$ cat src/inc/msrse_pkg.sv
package msrse_pkg;
    // -----------------------------------------------------------------
    // register indices
    // -----------------------------------------------------------------
    localparam logic [31:0] IDX_FEATURE_ENABLE = 32'hc000_0080;
    localparam logic [31:0] IDX_FAST_SYSTEM_CALL_TARGET = 32'hc000_0081;
    // -----------------------------------------------------------------
    // field positions
    // -----------------------------------------------------------------
    localparam int FCE_BIT = 0;
    localparam int RET_SEL_LSB = 48;
    localparam int CALL_SEL_LSB = 32;
    localparam int TARGET_IP_LSB = 0;
    localparam int HI_HALF_LSB = 32;
    // -----------------------------------------------------------------
    // reset values, write mask and select encoding
    // -----------------------------------------------------------------
    localparam logic [63:0] FEATURE_ENABLE_RST = 64'h0000_0000_0000_0000;
    localparam logic [63:0] FAST_SYSTEM_CALL_TARGET_RST = 64'h0000_0000_0000_0000;
    localparam logic [63:0] FEATURE_ENABLE_WMASK = 64'h0000_0000_0000_0001;
    typedef enum logic [1:0] {MSRSE_SEL_NONE, MSRSE_SEL_FEAT, MSRSE_SEL_TGT} msrse_sel_t;
endpackage : msrse_pkg

$ cat src/core/msrse_decode.sv
`timescale 1ns/1ps
module msrse_decode (
    // index in
    input wire logic [31:0] count_general_register,
    // decoded select
    output msrse_pkg::msrse_sel_t sel
);
    always_comb
    begin
        sel = msrse_pkg::MSRSE_SEL_NONE;
        if (count_general_register == msrse_pkg::IDX_FEATURE_ENABLE)
        begin
            sel = msrse_pkg::MSRSE_SEL_FEAT;
        end
        else if (count_general_register == msrse_pkg::IDX_FAST_SYSTEM_CALL_TARGET)
        begin
            sel = msrse_pkg::MSRSE_SEL_TGT;
        end
    end
endmodule : msrse_decode

$ cat src/core/msrse_regs.sv
`timescale 1ns/1ps
// Contract
// the index in the count general register picks the register accessed.
// reads return into accumulator and data registers; writes take from them.
// data register carries bits 63..32, accumulator carries bits 31..0.
// index c000_0080 selects the extended feature enable register.
// index c000_0081 selects the fast_system_call target selectors register.
// feature enable bit 0 is the read/write fast call extension enable.
// feature enable bits 63..1 are reserved, read-only, reading zero.
// target bits 63..48 hold the return selector base, read/write.
// target bits 47..32 hold the call selector base, read/write.
// target bits 31..0 hold the call instruction pointer, read/write.
// reset clears both registers to zero.
// soft init leaves both registers unchanged.
module msrse_regs (
    // clock and reset
    input wire logic core_clk,
    input wire logic rst_b,
    // soft initialisation, same clock domain
    input wire logic soft_init,
    // model register access
    input wire logic model_register_read_instr,
    input wire logic model_register_write_instr,
    input wire logic [31:0] count_general_register,
    input wire logic [31:0] accumulator_register,
    input wire logic [31:0] data_general_register,
    // read result
    output logic [31:0] rd_accumulator_q,
    output logic [31:0] rd_data_q,
    output logic rd_valid_q,
    output logic rd_unmapped_q,
    // fields to the call/return logic
    output logic fast_call_extension_enable_q,
    output logic [15:0] ret_selector_base_q,
    output logic [15:0] call_selector_base_q,
    output logic [31:0] call_instruction_pointer_q
);
    msrse_pkg::msrse_sel_t sel;
    logic [63:0] feat_q;
    logic [63:0] feat_d;
    logic [63:0] tgt_q;
    logic [63:0] tgt_d;
    logic [63:0] wval;
    logic [63:0] rval;
    logic [31:0] rd_acc_d;
    logic [31:0] rd_data_d;
    logic rd_valid_d;
    logic rd_unm_d;
    logic wr_feat_hit;
    logic wr_tgt_hit;

    // -----------------------------------------------------------------
    // index decode
    // -----------------------------------------------------------------
    msrse_decode u_dec (
        .count_general_register(count_general_register),
        .sel(sel)
    );

    // -----------------------------------------------------------------
    // register contents
    // -----------------------------------------------------------------
    always_comb
    begin
        wval = {data_general_register, accumulator_register};
        feat_d = feat_q;
        tgt_d = tgt_q;
        // soft_init deliberately has no term here: contents survive it
        if (model_register_write_instr && sel == msrse_pkg::MSRSE_SEL_FEAT)
        begin
            // reserved bits dropped on entry, so no read can ever see them
            feat_d = wval & msrse_pkg::FEATURE_ENABLE_WMASK;
        end
        if (model_register_write_instr && sel == msrse_pkg::MSRSE_SEL_TGT)
        begin
            tgt_d = wval;
        end
    end

    always_ff @(posedge core_clk)
    begin
        if (!rst_b)
        begin
            feat_q <= msrse_pkg::FEATURE_ENABLE_RST;
            tgt_q <= msrse_pkg::FAST_SYSTEM_CALL_TARGET_RST;
            fast_call_extension_enable_q <= 1'b0;
            ret_selector_base_q <= 16'h0;
            call_selector_base_q <= 16'h0;
            call_instruction_pointer_q <= 32'h0;
        end
        else
        begin
            feat_q <= feat_d;
            tgt_q <= tgt_d;
            // fields follow the next value so they agree with the store
            fast_call_extension_enable_q <= feat_d[msrse_pkg::FCE_BIT];
            ret_selector_base_q <= tgt_d[msrse_pkg::RET_SEL_LSB +: 16];
            call_selector_base_q <= tgt_d[msrse_pkg::CALL_SEL_LSB +: 16];
            call_instruction_pointer_q <= tgt_d[msrse_pkg::TARGET_IP_LSB +: 32];
        end
    end

    // -----------------------------------------------------------------
    // read return
    // -----------------------------------------------------------------
    always_comb
    begin
        // reads the stored value, so a write in the same cycle is not seen
        rval = 64'h0;
        case (sel)
            msrse_pkg::MSRSE_SEL_FEAT: rval = feat_q;
            msrse_pkg::MSRSE_SEL_TGT: rval = tgt_q;
            default: rval = 64'h0;
        endcase
        // unmapped index reads zero and is flagged; no fault is raised here
        rd_valid_d = model_register_read_instr;
        rd_unm_d = model_register_read_instr && sel == msrse_pkg::MSRSE_SEL_NONE;
        rd_acc_d = rd_accumulator_q;
        rd_data_d = rd_data_q;
        if (model_register_read_instr)
        begin
            rd_acc_d = rval[31:0];
            rd_data_d = rval[63:msrse_pkg::HI_HALF_LSB];
        end
    end

    always_ff @(posedge core_clk)
    begin
        if (!rst_b)
        begin
            rd_accumulator_q <= 32'h0;
            rd_data_q <= 32'h0;
            rd_valid_q <= 1'b0;
            rd_unmapped_q <= 1'b0;
        end
        else
        begin
            rd_accumulator_q <= rd_acc_d;
            rd_data_q <= rd_data_d;
            rd_valid_q <= rd_valid_d;
            rd_unmapped_q <= rd_unm_d;
        end
    end

    // decoded apart from the design's own select, so a decode slip shows
    assign wr_feat_hit = model_register_write_instr
        && count_general_register == msrse_pkg::IDX_FEATURE_ENABLE;
    assign wr_tgt_hit = model_register_write_instr
        && count_general_register == msrse_pkg::IDX_FAST_SYSTEM_CALL_TARGET;
endmodule : msrse_regs

$ cat config.mk
export PLATFORM = sky130hd
export DESIGN_NAME = msrse_regs
export DESIGN_NICKNAME = d
export VERILOG_FILES = /design/src/inc/msrse_pkg.sv /design/src/core/msrse_decode.sv /design/src/core/msrse_regs.sv
export SDC_FILE = /design/constraint.sdc
export NUM_CORES = 1
export LEC_CHECK = 0
export BUFFER_PORTS_ARGS = -buffer_cell sky130_fd_sc_hd__buf_2
export CORE_AREA = 2 2 104 106
export CTS_BUF_LIST = sky130_fd_sc_hd__clkbuf_16
export CTS_CLUSTER_DIAMETER = 40
export CTS_CLUSTER_SIZE = 24
export DETAILED_ROUTE_END_ITERATION = 7
export DIE_AREA = 0 0 106 108
export GPL_TIMING_DRIVEN = 0
export PLACE_DENSITY = 0.95
export SYNTH_ARGS = -nofsm -noshare
export SYNTH_HDL_FRONTEND = slang
export SYNTH_HIERARCHICAL = 1
export SYNTH_SLANG_ARGS = --single-unit
$ cat constraint.sdc
create_clock -name core_clk -period 5.6 [get_ports core_clk]
set_input_delay 0.84 -clock core_clk [delete_from_list [all_inputs] [get_ports core_clk]]
set_output_delay 0.84 -clock core_clk [all_outputs]
set_load 0.005 [all_outputs]
==> impl_metrics.yaml, run 1 <==
finish:
  utilization_pct: 67.4
  fin_nets: 817
  final_common_cell: "buf_2"
  diodes: 0
  multi_input_area_um2: 2040
  regArea_um2: 2620
  fin_area_um2: 6900
  nFillCells: 829
  stdcell_count: 862
  layout-drive-gt1-share_pct: 50.7
  final_cell_mix: "buf_2, dfxtp_1, nand3_1"
  syn2layout_area_growth_pct: 37.3
sta:
  maxSlewHeadroom_pct: 67.6
  report.final.slew_viol_count: 0
  period_share_pct: 44.7
  clock_skew_ns: 0.0101
  rsz0062_at_grt: "no"
  setup_viol: 0
  fmax_mhz: 399
  worst_slew_pin_slew_ns: 0.485
  hold_viol_final: 0
  tns_ns: 0
  period_needed_ns: 2.51
worst_hold_path:
  hold_path_class: "reg -> reg"
global_routing:
  grt_overflow_total: 0
  grt_pass1_vias: 4485
  grtUsageMet2_pct: 41.4
  grt_max_degree: 17
  grt_pass1_wl_mm: 21.9
  met3_usage_pct: 6.09
  track_usage_pct: 23.9
  top_usage_layer: "met2"
  antenna_found_initial: 0
  grtUsageMet1_pct: 28.7
placement:
  place_area_um2: 6340
  gp_congestion: 0.860
  place_inst: 830
  numPortBuffers: 229
  hpwl_mm: 10.4
routing:
  drtAntennaViolNets: 0
  routed_wl_mm: 14.0
  drt_iter0_markers: 251
  via_count: 4640
  wl_per_cell_um: 16.2
  drt_drc_violations_left: 0
  vias_per_cell: 5.38
  dr.pass1.iters: 5
critical_path:
  critPathMaxStageDelay_ns: 0.27
  crit_arrival_ns: 2.81
  crit_family: "simple AND/OR/NAND/NOR gates"
  critPathRequiredTime_ns: 5.91
  endpoint_kind: "flop"
  crit_chain: "buf_2 > nor4_2 > nand4_1 > nor3_1 > inv_1 > ha_1 > buf_2 > buf_2 > a21bo_2 > a21oi_1"
  cp_slowest_cell: "nor3_1"
  start_kind: "primary input"
  path_class: "in -> reg"
  crit_top_cell: "buf_2"
  critPathMaxFanout: 10
  crit_buf_inv: 4
floorplanning:
  io_pins: 232
  die_w_um: 106
  design.die.area_um2: 11400
  fp.dieH_um: 108
  fp-row-count: 37
  initial_core_util_pct: 49.1
  core_um2: 10200
synthesis:
  syn_avg_cell_area_um2: 10.8
  ys.warnings.count: 6
  synth_edf_count: 0
  synth-async-reset-ratio_pct: 0
  synth_cell_types: 25
  syn-num-nets: 569
  yosysSeqAreaShare_pct: 52.2
  ys_seq_elements: 131
  synth_area_um2: 5020
  netlist_instances: 465
  ys.flop_type: "dfxtp_1"
clocking:
  cts_sinks: 131
  clk_pin_slew_ns: 0.06
  clk_latency_ns: 0.40
  clock_path_buffers: 2
  post_cts_buffers: 0
  postCtsResizedCells: 0
  cts_inserted_buffers: 17
  cts_tree: "yes"
  cts-root-buf: "clkbuf_16"
  postCtsHoldBufs: 0
  htree_levels: 4
run_status:
  outcome: "complete, no violations"
job:
  drv_cap: 0
pwr:
  peakVddDrop_mv: 0.183
  leakage_nw: 3.27
  power_mw: 2.06
  pwr_density_cell_nw_per_um2: 299
state kept, by name, summed over array words and instances (netlist names):
| signal | count |
|---|---|
| ret_selector_base_q | 16 |
| call_instruction_pointer_q | 31 |
| rd_valid_q | 1 |
| call_selector_base_q | 15 |
| rd_unmapped_q | 1 |
| rd_accumulator_q | 32 |
| tgt_q | 2 |
| feat_q | 1 |
| rd_data_q | 32 |
cell families after synthesis:
logic type,count (synthesis),share of synthesized area [%]
AO/OA/AOI/OAI,195,30.7
AND/OR/NAND/NOR,83,9.27
flip-flops,131,52.2
adder cells (fa/ha/maj),3,0.748
buffers and inverters,53,7.08
cell usage after synthesis, types with 2 or more instances:
cell type,n,area (um2)
dfxtp_1,131,2620
nand3_1,66,330
a21bo_2,65,651
a21oi_1,65,325
a22o_1,63,552
buf_2,26,130
clkbuf_1,8,30.0
buf_6,7,78.8
buf_8,6,90.1
inv_1,4,15.0
ha_1,3,37.5
nor4_1,3,18.8
nor4_2,3,37.5
and3_1,2,12.5
nand4_1,2,12.5
nor3_1,2,10.0
per-layer routing:
metal	wire length (um)	share of wire (%)
met1	5890	42
met2	6920	50
met3	870	6.2
met4	271	1.9
met5	0	0
report_power, final:
group | total [mW] | leakage (nW) | switching, mW | internal [mW]
sequential | 0.933 | 1.06 | 0.000165 | 0.933
combinational | 0.0873 | 1.96 | 0.0492 | 0.0380
clock | 1.04 | 0.258 | 0.430 | 0.614
worst reg2reg max path, cell delays in order (launching register included):
cell and delay, ns:
dfxtp_1 0.36, a21bo_2 0.23, a21oi_1 0.16
cell type report:
cell class                      count  share of cell area, %
Sequential cell                   131                   38.0
Multi-Input combinational cell    281                   29.6
Timing Repair Buffer              229                   16.6
Clock buffer                       17                   6.17
Buffer                             49                   4.94
Tap cell                          136                   2.47
Clock inverter                     15                   1.92
Inverter                            4                  0.218
path summary, 6_finish.rpt:
check                                  from                             end  slack, ns  cells after the start
max               count_general_register[1]  call_instruction_pointer_q[16]       3.09                     10
max reg2reg  call_instruction_pointer_q[16]  call_instruction_pointer_q[16]       4.77                      2
min                     rd_accumulator_q[5]             rd_accumulator_q[5]       0.47                      1
min reg2reg             rd_accumulator_q[5]             rd_accumulator_q[5]       0.47                      1
metrics by stage:
step	setup slack, ns	hold slack (ns)
floorplan	3.12	0.474
global placement	2.78	0.455
detailed placement	2.73	0.458
CTS	3.12	0.477
global route	2.90	0.488
finish	3.09	0.473
Note: power is estimated with default switching activity, not from simulation.
==> inputs of run 2 (changes only) <==
Settings changed: CORE_AREA 2 2 104 106 to 2 2 113 115, DIE_AREA 0 0 106 108 to 0 0 115 117, PLACE_DENSITY 0.95 to 0.87.
Clock period 5.6 ns to 2.3 ns, I/O delays scaled along.
==> run 2 against run 1 <==
Global-route usage fell by 2.7 points. Largest power group unchanged. Largest cell class unchanged. Wire length rose by 3.5%. Via count fell by 0.50%. Design area fell by 0.58%. Combinational power rose by 140%. Power rose by 130%. Core utilization fell by 12 points. Clock-buffer cell count did not move. Sequential power rose by 140%.
==> impl_metrics.yaml, run 2 (synthesis gave the netlist of run 1 again) <==
clocking:
  cts_inserted_buffers: 17
  cts-root-buf: "clkbuf_16"
  clk_pin_slew_ns: 0.05
  cts_tree: "yes"
  htree_levels: 4
  clock_path_buffers: 2
  clk_latency_ns: 0.42
  cts_sinks: 131
  post_cts_buffers: 0
  postCtsHoldBufs: 0
  postCtsResizedCells: 0
finish:
  final_common_cell: "buf_2"
  reg_top3: "rd_accumulator_q: 32 flops, rd_data_q: 32 flops, call_instruction_pointer_q: 31 flops"
  diodes: 0
  layout-drive-gt1-share_pct: 49.9
  syn2layout_area_growth_pct: 36.5
  fin_nets: 817
  final_cell_mix: "buf_2, dfxtp_1, nand3_1"
  utilization_pct: 55.7
placement:
  numPortBuffers: 229
  hpwl_mm: 10.5
  gp_congestion: 0.812
floorplanning:
  fp.dieH_um: 117
  core_um2: 12300
  design.die.area_um2: 13500
  initial_core_util_pct: 40.8
  fp-row-count: 41
  io_pins: 232
  die_w_um: 115
global_routing:
  antenna_found_initial: 0
  grt_pass1_vias: 4325
  track_usage_pct: 21.1
  grt_max_degree: 17
  grt_overflow_total: 0
  grt_pass1_wl_mm: 21.8
routing:
  via_count: 4617
  drt_drc_violations_left: 0
  dr.pass1.iters: 4
  wl_per_cell_um: 16.6
  routed_wl_mm: 14.4
  drtAntennaViolNets: 0
  vias_per_cell: 5.29
  drt_iter0_markers: 293
sta:
  period_needed_ns: 2.04
  tns_ns: 0
  period_share_pct: 88.9
  rsz0062_at_grt: "no"
  report.final.slew_viol_count: 0
  maxSlewHeadroom_pct: 66.7
  worst_slew_pin_slew_ns: 0.500
  fmax_mhz: 489
  setup_viol: 0
  hold_viol_final: 0
  clock_skew_ns: 0.00474
critical_path:
  critPathMaxStageDelay_ns: 0.29
  critPathRequiredTime_ns: 2.64
  crit_buf_inv: 4
  critPathMaxFanout: 10
  endpoint_kind: "flop"
  crit_chain: "buf_2 > nor4b_2 > nand4_1 > nor3_1 > inv_1 > ha_1 > buf_2 > buf_2 > a21bo_2 > a21oi_1"
  cp_slowest_cell: "nor4b_2"
  crit_top_cell: "buf_2"
  crit_family: "simple AND/OR/NAND/NOR gates"
  crit_arrival_ns: 2.38
  path_class: "in -> reg"
  start_kind: "primary input"
worst_hold_path:
  hold_path_class: "in -> reg"
pwr:
  pwr_density_cell_nw_per_um2: 705
  peakVddDrop_mv: 0.386
  leakage_nw: 3.27
job:
  drv_cap: 0
run_status:
  outcome: "complete, no violations"
-- run 2: worst min-delay path, stage by stage --
cell and delay, ns:
buf_2 0.09, nand3_1 0.05, a21oi_1 0.05
-- run 2: area by class of cell --
class                           instances  area, um2
Buffer                                 49        340
Sequential cell                       131       2620
Multi-Input combinational cell        281       2040
Tap cell                              150        188
Clock buffer                           17        425
Timing Repair Buffer                  229       1150
Inverter                                4       15.0
Clock inverter                         11       75.1
Fill cell                            1101       5460
-- run 2: final timing paths --
check / from / endpoint / slack (ns) / cells after the start
max: count_general_register[6] / call_instruction_pointer_q[21] / 0.26 / 10
min: accumulator_register[31] / tgt_q[31] / 0.18 / 3
max reg2reg: ret_selector_base_q[3] / ret_selector_base_q[3] / 1.43 / 2
min reg2reg: rd_accumulator_q[3] / rd_accumulator_q[3] / 0.47 / 1
-- run 2: metrics by stage --
stage	setup slack [ns]	area, um2	hold slack [ns]	power, mW	instances
after floorplan	0.311	5020	0.467	2.41	465
after global placement	-0.0913	6350	0.455	2.53	844
after detailed placement	-0.146	6350	0.461	2.53	844
after CTS	0.271	6860	0.156	4.88	872
after global routing	0.0144	6860	0.162	4.98	872
final	0.256	6860	0.175	4.83	872
-- run 2: report_power, final --
part	internal, mW	leakage [nW]	switching [mW]	total [mW]
clock network	1.42	0.249	0.921	2.35
registers	2.27	1.06	0.000307	2.27
logic	0.0927	1.96	0.118	0.211
total	3.79	3.27	1.04	4.83
-- run 2: layer usage --
metal	part of all wire (%)	GRT usage, %	routed length [um]
met2	50	36.9	7180
met4	2.6	9.48	373
met1	41	24.0	5900
met5	0	0	0
met3	6.9	6.23	991
